`config.mk`:
```
export PLATFORM = sky130hd
export DESIGN_NAME = vpic_ctrl
export DESIGN_NICKNAME = d
export VERILOG_FILES = /design/src/vpic_pkg.sv /design/src/vpic_ctrl.sv /design/src/vpic_arbiter.sv
export VERILOG_INCLUDE_DIRS = /design/src /design/src/src
export SDC_FILE = /design/constraint.sdc
export NUM_CORES = 1
export LEC_CHECK = 0
export ABC_CLOCK_PERIOD_IN_PS = 12200
export BUFFER_PORTS_ARGS = -buffer_cell sky130_fd_sc_hd__buf_2
export CORE_ASPECT_RATIO = 1.5
export CORE_MARGIN = 2
export CORE_UTILIZATION = 56
export CTS_CLUSTER_SIZE = 28
export DETAILED_ROUTE_END_ITERATION = 8
export GPL_TIMING_DRIVEN = 1
export PLACE_DENSITY = 0.87
export SLEW_MARGIN = 10
export SYNTH_ARGS = -nofsm -noshare
export SYNTH_HDL_FRONTEND = slang
export SYNTH_SLANG_ARGS = --single-unit
export TNS_END_PERCENT = 30
```
`constraint.sdc`:
```
create_clock -name clk -period 12.2 [get_ports clk]
set_input_delay 0.61 -clock clk [delete_from_list [all_inputs] [get_ports clk]]
set_output_delay 0.61 -clock clk [all_outputs]
set_load 0.01 [all_outputs]
```
`src/vpic_consts.svh`:
```
`ifndef VPIC_CONSTS_SVH
`define VPIC_CONSTS_SVH

`define NUM_SRC          8
`define ADDR_W           6
// Byte addresses of the word registers
`define OFF_FLAGS        6'h00
`define OFF_ENABLE       6'h04
`define OFF_PRIO         6'h08
`define OFF_GCTRL1       6'h0c
`define OFF_GCTRL2       6'h10
`define OFF_PENDING      6'h14
`define OFF_STATUS_WORD  6'h18
`define OFF_CORE_CTRL    6'h1c
`define OFF_IRQ_STATUS   6'h20
`define OFF_IRQ_MASK     6'h24
// Field positions
`define NEST_DIS_BIT     15
`define TRAP_LO          1
`define TRAP_HI          4
`define ALT_TABLE_BIT    15
`define EXT_FALL_BIT     0
`define VEC_LO           0
`define VEC_HI           6
`define LVL_LO           8
`define LVL_HI           11
`define SW_LVL_LO        5
`define SW_LVL_HI        7
`define TOP_BIT_POS      3
`define PRIO_STRIDE      4
`define PRIO_W           3
// Vector table geometry
`define VEC_BASE         24'h000014
`define ALT_OFFSET       24'h000100
// Vector numbers of the sources, in vector-list order
`define SRC_VECTORS      {7'h0c, 7'h0b, 7'h08, 7'h07, 7'h06, 7'h03, 7'h02, 7'h00}
// Host interrupt status bits
`define EV_REQ_BIT       0
`define EV_TRAP_BIT      1
`define EV_W             2

`endif

```
`src/vpic_pkg.sv`:
```
`include "vpic_consts.svh"

package vpic_pkg;

  typedef struct packed {
    logic        read;
    logic        write;
    logic [5:0]  address;
    logic [3:0]  byteenable;
    logic [31:0] writedata;
  } bus_req_t;

  typedef struct packed {
    logic [31:0] readdata;
    logic        waitrequest;
  } bus_rsp_t;

  typedef struct packed {
    logic        valid;
    logic [6:0]  vector;
    logic [3:0]  level;
    logic [23:0] addr;
  } core_req_t;

  typedef struct packed {
    logic [7:0]  flags;
    logic [7:0]  enable;
    logic [31:0] prio;
    logic        nest_dis;
    logic [3:0]  trap_flags;
    logic        alt_table;
    logic        ext_fall;
    logic [6:0]  pend_vec;
    logic [3:0]  pend_lvl;
    logic        req;
    logic [2:0]  lvl_low;
    logic        lvl_top;
    logic [1:0]  ev_status;
    logic [1:0]  ev_mask;
    logic        ext_prev;
    logic        done;
    logic [31:0] rdata;
  } ctrl_state_t;

endpackage

```
`src/vpic_ctrl.sv`:
```
// Function
// - Each source has a request flag, set by hardware, cleared by software write.
// - Each source has an enable bit; disabled sources never request the core.
// - Each user source has a 3-bit programmable priority, eight levels.
// - Pending vector (7 bits) and new level (4 bits) latched in readable register.
// - Latched new level equals the programmed priority of the presented interrupt.
// - Flag, enable, priority positions follow vector-list order; source 0 at bit 0.
// - Vector address is 0x14 plus twice vector; alternate table adds 0x100.
// - External interrupt zero is vector 0 with highest natural rank.
// - Second global control selects alternate table and external input behaviour.
// - First global control holds nesting disable and the trap status flags.
// - Low three level bits sit at status word bits 7:5, software writable.
// - Top level bit in core control is read-only and completes the 4-bit level.
// - Codes 0..7 mean levels 0..7 or 8..15; level 7 up masks user sources.
// - With nesting disable set, the status word level bits are read-only.
// - Status word bits 15 to 9 read as zero.
// - Equal priority resolves to the lower vector number.
`include "vpic_consts.svh"

module vpic_ctrl
  import vpic_pkg::*;
(
  input  wire logic             clk,
  input  wire logic             rst,
  input  wire bus_req_t         bus_req,
  output bus_rsp_t              bus_rsp,
  input  wire logic [7:0]       src_event,
  input  wire logic             ext_irq_zero,
  input  wire logic [3:0]       trap_event,
  input  wire logic             trap_enter,
  input  wire logic             trap_return,
  input  wire logic             core_ack,
  output core_req_t             core_req,
  output logic                  irq
);

  localparam logic [6:0] VEC_TABLE [`NUM_SRC] = '{7'h00, 7'h02, 7'h03, 7'h06,
                                                 7'h07, 7'h08, 7'h0b, 7'h0c};

  ctrl_state_t s;
  ctrl_state_t next_s;

  logic [7:0]  cand;
  logic        any;
  logic [2:0]  win_idx;
  logic [2:0]  win_prio;
  logic [3:0]  cur_lvl;
  logic        ext_edge;
  logic [7:0]  hw_set;
  logic [31:0] wmask;
  logic [31:0] wd;
  logic        wr_now;
  logic        rd_first;
  logic [31:0] rd_val;
  logic [31:0] sw_word;
  logic [23:0] vec_addr;

  assign cur_lvl = {s.lvl_top, s.lvl_low};

  // Candidate sources
  genvar g;
  generate
    for (g = 0; g < `NUM_SRC; g++)
    begin : g_cand
      assign cand[g] = s.flags[g] && s.enable[g]
                       && ({1'b0, s.prio[g*`PRIO_STRIDE +: `PRIO_W]} > cur_lvl);
    end
  endgenerate

  vpic_arbiter u_arb (
    .cand     (cand),
    .prio     (s.prio),
    .any      (any),
    .win_idx  (win_idx),
    .win_prio (win_prio)
  );

  // External pin edge, polarity from second global control
  assign ext_edge = s.ext_fall ? (s.ext_prev && !ext_irq_zero)
                               : (!s.ext_prev && ext_irq_zero);
  assign hw_set   = src_event | {7'h00, ext_edge};

  assign wmask    = {{8{bus_req.byteenable[3]}}, {8{bus_req.byteenable[2]}},
                     {8{bus_req.byteenable[1]}}, {8{bus_req.byteenable[0]}}};
  assign wd       = bus_req.writedata & wmask;
  assign wr_now   = bus_req.write && s.done;
  assign rd_first = bus_req.read && !s.done;

  assign sw_word  = {16'h0000, 8'h00, s.lvl_low, 5'h00};

  always_comb
  begin
    rd_val = 32'h0000_0000;
    case (bus_req.address)
      `OFF_FLAGS:       rd_val = {24'h0, s.flags};
      `OFF_ENABLE:      rd_val = {24'h0, s.enable};
      `OFF_PRIO:        rd_val = s.prio;
      `OFF_GCTRL1:      rd_val = {16'h0, s.nest_dis, 10'h0, s.trap_flags, 1'b0};
      `OFF_GCTRL2:      rd_val = {16'h0, s.alt_table, 14'h0, s.ext_fall};
      `OFF_PENDING:     rd_val = {20'h0, s.pend_lvl, 1'b0, s.pend_vec};
      `OFF_STATUS_WORD: rd_val = sw_word;
      `OFF_CORE_CTRL:   rd_val = {28'h0, s.lvl_top, 3'h0};
      `OFF_IRQ_STATUS:  rd_val = {30'h0, s.ev_status};
      `OFF_IRQ_MASK:    rd_val = {30'h0, s.ev_mask};
      default:          rd_val = 32'h0000_0000;
    endcase
  end

  assign vec_addr = `VEC_BASE + {16'h0000, s.pend_vec, 1'b0}
                    + (s.alt_table ? `ALT_OFFSET : 24'h000000);

  always_comb
  begin
    next_s          = s;
    next_s.ext_prev = ext_irq_zero;

    // One wait cycle per access; read data captured in the first cycle
    next_s.done = (bus_req.read || bus_req.write) && !s.done;
    if (rd_first)
    begin
      next_s.rdata = rd_val;
    end

    if (wr_now)
    begin
      case (bus_req.address)
        `OFF_FLAGS:
        begin
          next_s.flags = s.flags & ~wd[7:0];
        end
        `OFF_ENABLE:
        begin
          next_s.enable = (s.enable & ~wmask[7:0]) | wd[7:0];
        end
        `OFF_PRIO:
        begin
          next_s.prio = (s.prio & ~wmask) | (wd & 32'h7777_7777);
        end
        `OFF_GCTRL1:
        begin
          if (wmask[`NEST_DIS_BIT])
          begin
            next_s.nest_dis = wd[`NEST_DIS_BIT];
          end
          if (wmask[`TRAP_LO])
          begin
            next_s.trap_flags = wd[`TRAP_HI:`TRAP_LO];
          end
        end
        `OFF_GCTRL2:
        begin
          if (wmask[`ALT_TABLE_BIT])
          begin
            next_s.alt_table = wd[`ALT_TABLE_BIT];
          end
          if (wmask[`EXT_FALL_BIT])
          begin
            next_s.ext_fall = wd[`EXT_FALL_BIT];
          end
        end
        `OFF_STATUS_WORD:
        begin
          if (wmask[`SW_LVL_LO] && !s.nest_dis)
          begin
            next_s.lvl_low = wd[`SW_LVL_HI:`SW_LVL_LO];
          end
        end
        `OFF_IRQ_STATUS:
        begin
          next_s.ev_status = s.ev_status & ~wd[`EV_W-1:0];
        end
        `OFF_IRQ_MASK:
        begin
          next_s.ev_mask = wd[`EV_W-1:0];
        end
        default:
        begin
          next_s.done = 1'b0;
        end
      endcase
    end

    // Hardware sets win over software clears
    next_s.flags      = next_s.flags | hw_set;
    next_s.trap_flags = next_s.trap_flags | trap_event;

    // Latch the winner while one exists
    next_s.req = any;
    if (any)
    begin
      next_s.pend_vec = VEC_TABLE[win_idx];
      next_s.pend_lvl = {1'b0, win_prio};
    end

    // Core takes the interrupt: raise level to the presented one
    if (core_ack && s.req)
    begin
      next_s.lvl_low = s.pend_lvl[2:0];
    end
    if (trap_enter)
    begin
      next_s.lvl_top = 1'b1;
    end
    else if (trap_return)
    begin
      next_s.lvl_top = 1'b0;
    end

    if (any && !s.req)
    begin
      next_s.ev_status[`EV_REQ_BIT] = 1'b1;
    end
    if (|trap_event)
    begin
      next_s.ev_status[`EV_TRAP_BIT] = 1'b1;
    end
  end

  always_ff @(posedge clk)
  begin
    if (rst)
    begin
      s <= '0;
    end
    else
    begin
      s <= next_s;
    end
  end

  assign bus_rsp.waitrequest = (bus_req.read || bus_req.write) && !s.done;
  assign bus_rsp.readdata    = s.rdata;

  assign core_req.valid  = s.req;
  assign core_req.vector = s.pend_vec;
  assign core_req.level  = s.pend_lvl;
  assign core_req.addr   = vec_addr;

  assign irq = |(s.ev_status & s.ev_mask);

endmodule // vpic_ctrl

```
`src/vpic_arbiter.sv`:
```
`include "vpic_consts.svh"

module vpic_arbiter
  import vpic_pkg::*;
(
  input  wire logic [7:0]  cand,
  input  wire logic [31:0] prio,
  output logic             any,
  output logic [2:0]       win_idx,
  output logic [2:0]       win_prio
);

  always_comb
  begin
    any      = 1'b0;
    win_idx  = 3'h0;
    win_prio = 3'h0;
    // Highest index first so that a lower index wins ties
    for (int i = `NUM_SRC - 1; i >= 0; i--)
    begin
      if (cand[i] && (!any || prio[i*`PRIO_STRIDE +: `PRIO_W] >= win_prio))
      begin
        any      = 1'b1;
        win_idx  = 3'(i);
        win_prio = prio[i*`PRIO_STRIDE +: `PRIO_W];
      end
    end
  end

endmodule // vpic_arbiter

```
==> results of run 1 <==
[routing by layer]
metal  vias to the layer above  wire length [um]  global-route usage (%)
met2                       268              8432                   47.26
met4                         0               599                   14.34
met5                         -                 0                       0
met3                        40              1058                   3.659
li1                       2791                 -                       -
met1                      2706              6641                   30.83
[power by group through the flow]
stage | clock, mW | sequential [mW] | combinational (mW)
floorplan | 0 | 0.356 | 0.0300
global route | 0.307 | 0.350 | 0.0469
detailed placement | 0 | 0.358 | 0.0426
finish | 0.294 | 0.350 | 0.0435
global placement | 0 | 0.357 | 0.0420
CTS | 0.294 | 0.350 | 0.0427
[cells by family (layout without fill, tap and decap cells)]
family | count (synthesis) | after routing | share of synthesized area (%)
AO/OA/AOI/OAI | 204 | 204 | 22.31
XOR/XNOR | 1 | 1 | 0.1339
adder cells (fa/ha/maj) | 49 | 49 | 9.369
buffers and inverters | 127 | 153 | 11.30
flip-flops | 105 | 105 | 32.12
multiplexers | 20 | 20 | 3.097
other | 1 | 22 | 0.05731
AND/OR/NAND/NOR | 278 | 278 | 21.61
[critical path: cells and delay by family (launching register included)]
kind	cells	cell delay, ns
and+or+nand+nor	12	1.86
buffers and inverters	2	0.32
DFF	1	0.39
adders and majority gates	9	2.48
AOI/OAI and AO/OA	33	6.25
muxes	1	0.30
[cell usage after synthesis, types with 5 or more instances]
master / count / area [um2]
a21oi_1: 99 / 495.5
buf_2: 6 / 30.03
o21a_1: 10 / 75.07
a21o_1: 11 / 82.58
clkbuf_1: 27 / 101.4
nand3b_1: 6 / 45.04
nand3_1: 49 / 245.2
nand2_1: 94 / 352.8
nand2b_1: 8 / 50.05
o21ai_0: 5 / 25.02
a211oi_1: 6 / 45.04
buf_4: 64 / 480.5
ha_1: 49 / 613.1
mux2i_1: 18 / 180.2
nor2b_1: 5 / 31.28
nor3_1: 6 / 30.03
and3_1: 14 / 87.58
inv_1: 25 / 93.84
nor2_1: 64 / 240.2
a22oi_1: 9 / 67.56
a222oi_1: 7 / 70.07
dfxtp_1: 105 / 2102
o21ai_1: 5 / 25.02
[worst max path at each step]
| stage | end | slack [ns] | cells past startpoint | startpoint |
|---|---|---|---|---|
| finish | core_req[29] | 0.56 | 57 | cur_lvl[2] |
| global route | core_req[29] | -0.05 | 56 | cur_lvl[2] |
| CTS | core_req[29] | 0.37 | 57 | cur_lvl[2] |
| detailed placement | core_req[29] | 0.46 | 57 | cur_lvl[2] |
| global placement | core_req[29] | 0.67 | 57 | cur_lvl[2] |
| floorplan | core_req[29] | 1.37 | 58 | cur_lvl[2] |
[repair_timing]
| action | in CTS | in global routing |
|---|---|---|
| resized for setup | 0 | 4 |
| setup buffers | 0 | 1 |
| hold buffers | 0 | 0 |
| endpoints found under the setup margin | 0 | 4 |
[cell type report]
type	count	area [um2]
fillers	1012	4405
multi-input cells	574	3801
flip-flops and latches	105	2102
repair buffers	112	580.6
clock buffers	11	242.7
well taps	150	187.7
inverters	25	97.59
clock inverters	5	53.80
[per-stage QoR]
stage / setup slack, ns / hold slack, ns / power (mW) / TNS, ns
after CTS: 0.3717 / 0.4493 / 0.6869 / 0
after global placement: 0.6722 / 0.4350 / 0.3995 / 0
after floorplan: 1.370 / 0.4323 / 0.3863 / 0
after detailed placement: 0.4572 / 0.4403 / 0.4002 / 0
final: 0.5552 / 0.4454 / 0.6873 / 0
after global routing: -0.04691 / 0.4697 / 0.7037 / -0.04691
==> results by group, run 1 <==
Run status
  • Status: finished, final reports clean

Drt
  • Routed Wire Length: roughly 17 mm
  • Routed via count: between 5000 and 6000
  • DRT iter0 DRCs: ~360
  • WL/cell: roughly 17 um
  • Antenna Nets Post-Route: 0
  • Via/cell ratio: 5.911
  • DR pass1 iterations: 5
  • # DRC: 0

Critical path
  • Reg2Reg Depth: 57
  • Crit path largest cell delay: around 0.42 ns
  • Critical path data required time: around 12 ns
  • Crit path max fanout: 10
  • Startpoint Class: flip-flop
  • Reg2reg end: core_req[29]
  • Critical path arrival: approximately 12 ns
  • Crit path top cell by count: ha_1
  • Worst r2r src: cur_lvl[2]
  • Critical path endpoint category: flip-flop
  • Type of the worst setup path: flip-flop to flip-flop
  • Slowest CP cell: ha_1
  • FF-to-FF setup slack: between 0.5 and 0.6 ns

STA
  • Relative slew slack: 29.45%
  • Layout Skew: between 0.009 and 0.01 ns
  • Max Slew Vio Count: 0
  • Final period util: 95.45%
  • Worst slew pin tran: around 1.0 ns
  • Endpoints failing setup: 0
  • F_max: ~86 MHz
  • Fin crit period: about 12 ns
  • Endpoints failing hold: 0

Logic synthesis
  • Synth cell types: 75
  • Async S/R FF share, synth: 0%
  • Post-synthesis sequential area ratio: approximately a third
  • Synth warn: 0
  • Number of flops mapped to enable cells by yosys: 0
  • Top FF cell, synth: dfxtp_1
  • Avg Cell Area, Syn: between 8 and 9 um2
  • FF+latch count, synth: 105
  • Cells after Synth: 785
  • Cell Area, Synth: between 0.006 and 0.007 mm2

Power and ir drop
  • Logic pwr share: between 6 and 7%
  • Static leakage: 2.975 nW
  • Pint: 0.5248 mW
  • Power share of the sequential group: between 50% and 60%
  • Maximum vdd drop: between 0.00008 and 0.00009 V
  • PD cells: about 97 mW/mm2
  • Clock power share: roughly 43%
  • Sw power: roughly 0.16 mW
  • Sw frac: between 20% and 30%

Clock tree
  • Clock buffer count from CTS: 9
  • Clk sink count: ~110
  • Clk_lat worst skew: 0.35 ns
  • Deepest clock path buffer count: 2
  • Root buffer cell: clkbuf_16
  • CTS tree: yes
  • H-Tree Depth: 3
  • Worst-path clk slew: 0.07 ns

Floorplanning
  • Boundary pin count: approximately 130
  • Die W: between 90 and 100 um
  • Std cell rows: 48
  • Die Ht: approximately 140 um
  • Die Area: roughly 0.013 mm2
  • Core area: around 0.011 mm2
  • Initial Util: between 50% and 60%

GRT
  • Total congestion overflow: 0
  • Pin count of the biggest net entering global routing: 70
  • GRT Resource Usage Total: between 20% and 30%
  • Antenna violations before repair: 0
  • Vias in the first global route: 5550
  • First-pass GRT wire length: roughly 27 mm

Finish
  • Fin util: between 60% and 70%
  • Commonest non-fill, non-tap cell in the layout: dfxtp_1
  • Layout cell share with drive strength beyond 1: around a fifth
  • Synth-to-layout area growth: 7.973%
  • Most frequent cells in the layout: 105 x dfxtp_1, 104 x buf_2, 96 x a21oi_1
  • N_diodes: 0
  • Final cell count without fillers: a little under 1000
  • Final instance area: 0.007066 mm2
  • Number of nets in the layout: between 900 and 1000

Min path
  • Hold_sp: bus_rsp[14]
  • Hold path depth: 2
  • Hold Path Class: flip-flop to flip-flop
  • Min-Delay Endpoint: bus_rsp[14]

Run
  • Max-cap violations: 0

Place
  • Inst Count DP: 965
  • Placed instance area: approximately 0.0067 mm2
  • Final HPWL DP: between 10 and 15 mm
  • PortBufs: around 100
  • RePlAce Congestion: 0.9352
No activity file was read; power rests on OpenSTA's default activity.
==> run 2, diff against run 1 <==
CTS_CLUSTER_DIAMETER = 60   (was default)
MAX_ROUTING_LAYER = met4   (was default)
==> run 2 against run 1 <==
- via count increased by 0.57%
- final area rose by 0.50%
- sequential power hardly changed
- worst setup slack improved by 0.18 ns
- critical path type unchanged
==> results by group, run 2 (synthesized netlist as in run 1, its figures left out) <==
Finish
  • Final instance area: just over 0.007 mm2
  • Number of nets in the layout: 939
  • Commonest non-fill, non-tap cell in the layout: buf_2
  • Fin util: between 60% and 70%
  • Fill count: roughly 1000
  • Most frequent cells in the layout: 104 x buf_2, 103 x dfxtp_1, 96 x a21oi_1
  • Final cell count without fillers: ~980
  • N_diodes: 0
  • Synth-to-layout area growth: 8.509%
  • Layout cell share with drive strength beyond 1: between 20% and 30%

STA
  • Worst slew pin tran: 1.038 ns
  • Endpoints failing setup: 0
  • Fin crit period: approximately 11 ns
  • Relative slew slack: between 30 and 40%
  • Endpoints failing hold: 0
  • F_max: between 80 and 90 MHz
  • Max Slew Vio Count: 0
  • Final period util: 94.01%
  • Layout Skew: slightly above 0.009 ns
  • Setup TNS: 0 ns

Floorplanning
  • Boundary pin count: 132
  • Std cell rows: between 40 and 50
  • Initial Util: a little under three fifths
  • Die W: approximately 92 um
  • Core area: 0.01147 mm2
  • Die Area: approximately 0.013 mm2
  • Die Ht: between 100 and 150 um

Critical path
  • Critical path endpoint category: flip-flop
  • Crit path max fanout: 10
  • Crit path top cell by count: ha_1
  • Type of the worst setup path: flip-flop to flip-flop
  • WP depth: between 50 and 60
  • Worst path bufs/invs: 2
  • Critical path data required time: around 12 ns
  • Critical path arrival: around 12 ns
  • Slowest CP cell: dfxtp_2
  • Crit path largest cell delay: approximately 0.42 ns
  • Startpoint Class: flip-flop
  • FF-to-FF setup slack: 0.73 ns
  • Crit path max-delay family: compound AO/OA/AOI/OAI gates
  • Reg2Reg Depth: 56
  • Reg2reg end: core_req[29]

Min path
  • Hold_sp: bus_rsp[21]
  • Hold path depth: 2
  • Hold Path Class: flip-flop to flip-flop
  • Min-Delay Endpoint: bus_rsp[21]

Drt
  • Routed Wire Length: roughly 17 mm
  • # DRC: 0
  • Via/cell ratio: just under 6
  • Routed via count: 5838
  • DRT iter0 DRCs: 353
  • WL/cell: 16.98 um
  • DR pass1 iterations: 5
  • Antenna Nets Post-Route: 0

Clock tree
  • Worst-path clk slew: ~0.080 ns
  • Deepest clock path buffer count: 2
  • Root buffer cell: clkbuf_16
  • Clk sink count: approximately 110
  • Hold_buf cts: 0
  • H-Tree Depth: 3
  • Clk_lat worst skew: ~0.35 ns
  • CTS tree: yes
  • Clock buffer count from CTS: 9

GRT
  • M1 GR Usage: 29.97%
  • Vias in the first global route: approximately 5600
  • Met2 Use GR: 47.88%
  • Total congestion overflow: 0
  • GRT busiest layer: met2
  • Antenna violations before repair: 0
  • First-pass GRT wire length: about 27 mm
  • GRT Resource Usage Total: between 20% and 30%
  • Pin count of the biggest net entering global routing: just under 60
  • M3 GR Usage: about 4.2%

Run
  • Max-cap violations: 0

Place
  • PortBufs: about 100
  • Final HPWL DP: 12.39 mm
  • Inst Count DP: ~970
  • RePlAce Congestion: between 0.9 and 1
  • Placed instance area: a little under 0.007 mm2

Power and ir drop
  • Static leakage: 2.989 nW
  • Maximum vdd drop: 0.00007693 V
  • PD cells: between 90 and 100 mW/mm2
  • Power Total: ~0.70 mW

Run status
  • Status: finished, final reports clean
run 2: changes by cell type in the layout (fill, tap and decap cells not counted), sizes merged:
cell,delta
clkinv,-2
buf,+1
inv,+5
clkinvlp,-1
clkbuf,-2
run 2: repair_timing:
action,in CTS,in global routing
resized for setup,0,6
setup buffers,0,0
setup endpoints to repair,0,4
run 2: where the power goes:
group / switching, mW / internal (mW)
logic: 0.0296 / 0.0140
clock network: 0.145 / 0.166
registers: 0.00348 / 0.346
total: 0.178 / 0.526
run 2: tightest hold or removal path: stages, from the launching register on:
cell and delay, ns:
dfxtp_1 0.31, nand2_1 0.05, a21oi_1 0.05
run 2: area by class of cell:
cell class | instances | area [um2] | area share [%]
Clock buffer | 9 | 225.2 | 3.172
Clock inverter | 7 | 95.09 | 1.339
Inverter | 25 | 93.84 | 1.322
Multi-Input combinational cell | 574 | 3806 | 53.60
Sequential cell | 105 | 2105 | 29.64
Tap cell | 150 | 187.7 | 2.643
Timing Repair Buffer | 113 | 588.1 | 8.282
run 2: stage by stage:
stage / hold WS [ns] / setup WS (ns)
2_1_floorplan: 0.4323 / 1.370
3_3_place_gp: 0.4346 / 0.7766
3_5_place_dp: 0.4421 / 0.5363
4_1_cts: 0.4508 / 0.4576
5_1_grt: 0.4693 / -0.04332
6_report: 0.4478 / 0.7304
run 2: worst max path at each step:
stage | slack [ns] | endpoint
global route | -0.04 | core_req[29]
finish | 0.73 | core_req[29]
global placement | 0.78 | core_req[29]
floorplan | 1.37 | core_req[29]
CTS | 0.46 | core_req[29]
detailed placement | 0.54 | core_req[29]
run 2: layer usage:
metal	part of all wire, %	vias to the layer above	routed length [um]
met1	38	2704	6412
met3	6.0	67	1008
met4	4.7	0	788
met2	51	271	8484
li1	-	2796	-
met5	0	-	0
==> run 3, diff against run 2 <==
BUFFER_PORTS_ARGS = default   (was -buffer_cell sky130_fd_sc_hd__buf_2)
CORE_UTILIZATION = 60   (was 56)
DONT_BUFFER_PORTS = 1   (was default)
GPL_TIMING_DRIVEN = 0   (was 1)
PLACE_DENSITY = 0.82   (was 0.87)
==> run 3 against run 2 <==
- global-route usage up 4.7 points
- worst setup slack worse by 0.065 ns
- die area down 6.4%
- final cell count down 1.5%
- clock power down 2%
- flip-flop and latch count unchanged
- fmax down 0.56%
- count of clock-buffer cells in the layout unchanged
==> results by group, run 3 (synthesized netlist as in run 1, its figures left out) <==
Critical path
  • Startpoint Class: flip-flop
  • Crit path max fanout: 10
  • Type of the worst setup path: flip-flop to flip-flop
  • Critical path data required time: roughly 12 ns
  • Crit path largest cell delay: between 0.3 and 0.4 ns
  • Critical path arrival: between 10 and 15 ns
  • Worst r2r src: cur_lvl[2]
  • Slowest CP cell: dfxtp_1
  • Crit path top cell by count: ha_1
  • Critical Path Start: cur_lvl[2]
  • Critical path endpoint category: flip-flop

Finish
  • Most frequent cells in the layout: 104 x dfxtp_1, 94 x nand2_1, 93 x a21oi_1
  • Synth-to-layout area growth: 9.694%
  • Layout cell share with drive strength beyond 1: between 10% and 20%
  • Fin util: between 60% and 70%
  • Commonest non-fill, non-tap cell in the layout: dfxtp_1
  • FF/Latch Area: roughly 0.0021 mm2
  • Fill count: between 900 and 1000
  • N_diodes: 0
  • Final instance area: 0.007178 mm2
  • Multi-input gate area: about 0.0038 mm2
  • Number of nets in the layout: 930
  • Final cell count without fillers: 968

Power and ir drop
  • Maximum vdd drop: about 0.00008 V
  • Sw power: between 0.15 and 0.2 mW
  • Logic pwr share: 5.8%
  • Power share of the sequential group: 50.4%
  • Clock power share: 43.9%
  • Power Total: just under 0.7 mW
  • Pint: approximately 0.52 mW
  • Sw frac: between 20% and 30%
  • PD cells: 96.65 mW/mm2
  • Static leakage: around 2.9 nW

Place
  • Dpl ws: approximately 0.14 ns
  • RePlAce Congestion: 1.016
  • Placed instance area: 0.006803 mm2
  • Inst Count DP: 950
  • PortBufs: 0
  • Final HPWL DP: about 14 mm

Drt
  • DRT iter0 DRCs: ~360
  • Routed Wire Length: ~18 mm
  • Routed via count: 5851
  • Via/cell ratio: 6.044
  • # DRC: 0
  • DR pass1 iterations: 5
  • WL/cell: 18.91 um
  • Antenna Nets Post-Route: 0

STA
  • F_max: 86.69 MHz
  • Fin Hold WS: between 0.3 and 0.4 ns
  • Endpoints failing setup: 0
  • Final setup margin: roughly 0.67 ns
  • Final period util: a little over nine tenths
  • Worst slew pin tran: 1.045 ns
  • Setup TNS: 0 ns
  • Max Slew Vio Count: 0
  • Fin crit period: between 10 and 15 ns
  • Layout Skew: 0.01061 ns
  • Endpoints failing hold: 0
  • RSZ-0062 raised after global routing: no
  • Relative slew slack: ~30%

Floorplanning
  • Core area: 0.01059 mm2
  • Boundary pin count: around 130
  • Die Ht: between 100 and 150 um
  • Die W: between 80 and 90 um
  • Die Area: ~0.012 mm2
  • Std cell rows: between 40 and 50
  • Initial Util: 61.79%

GRT
  • First-pass GRT wire length: between 20 and 30 mm
  • Vias in the first global route: between 5000 and 6000
  • Antenna violations before repair: 0
  • Pin count of the biggest net entering global routing: 20
  • GRT Resource Usage Total: between 30% and 40%
  • Total congestion overflow: 0

Clock tree
  • Root buffer cell: clkbuf_16
  • CTS tree: yes
  • Clk sink count: 105
  • H-Tree Depth: 3
  • Clock buffer count from CTS: 9
  • Worst-path clk slew: 0.08 ns
  • Clk_lat worst skew: around 0.36 ns
  • Deepest clock path buffer count: 2
  • Hold_buf cts: 0

Run status
  • Status: finished, final reports clean

Min path
  • Hold Path Class: primary input to flip-flop
  • Hold_sp: trap_enter

Run
  • Max-cap violations: 0
==> run 3: final cells by class <==
type                       instances  area share, %
multi-input combinational        574          53.25
sequential                       105          29.30
buffer                           102          8.994
clock buffer                       9          3.138
tap                              144          2.510
inverter                          25          1.360
clock inverter                     7          1.238
timing repair buffer               2         0.2092
==> run 3: layer usage <==
layer | track usage (%) | vias to the layer above | share of wire, %
li1 | - | 2786 | -
met1 | 35.01 | 2725 | 37
met2 | 52.92 | 271 | 51
met3 | 6.888 | 69 | 7.4
met4 | 17.91 | 0 | 5.1
met5 | - | - | 0
==> run 3: power by group through the flow <==
| stage | Clock [mW] | Sequential [mW] | Combinational, mW |
|---|---|---|---|
| finish | 0.304 | 0.349 | 0.0401 |
| global route | 0.319 | 0.350 | 0.0432 |
| global placement | 0 | 0.357 | 0.0381 |
| floorplan | 0 | 0.356 | 0.0300 |
| CTS | 0.305 | 0.349 | 0.0391 |
| detailed placement | 0 | 0.357 | 0.0390 |
==> run 3: final timing paths <==
| path | to | slack [ns] | cells after the start |
|---|---|---|---|
| max | core_req[29] | 0.67 | 59 |
| min reg2reg | bus_rsp[14] | 0.45 | 2 |
| min | cur_lvl[3] | 0.36 | 2 |
| max reg2reg | core_req[29] | 0.67 | 59 |
==> run 3: repair_timing <==
item                                    4_1_cts  5_1_grt
resized for setup                             1       12
buffers inserted                              0        2
cloned                                        0        0
hold endpoints to repair                      0        0
endpoints found under the setup margin        1        7
==> run 3: worst max-delay path: cells and delay by family, from the launching register on <==
family          cells  cell delay, ns
fa+ha+maj           9            2.41
simple gates       14            2.20
flops               1            0.39
buf+inv             3            0.40
compound gates     32            5.74
mux                 1            0.29
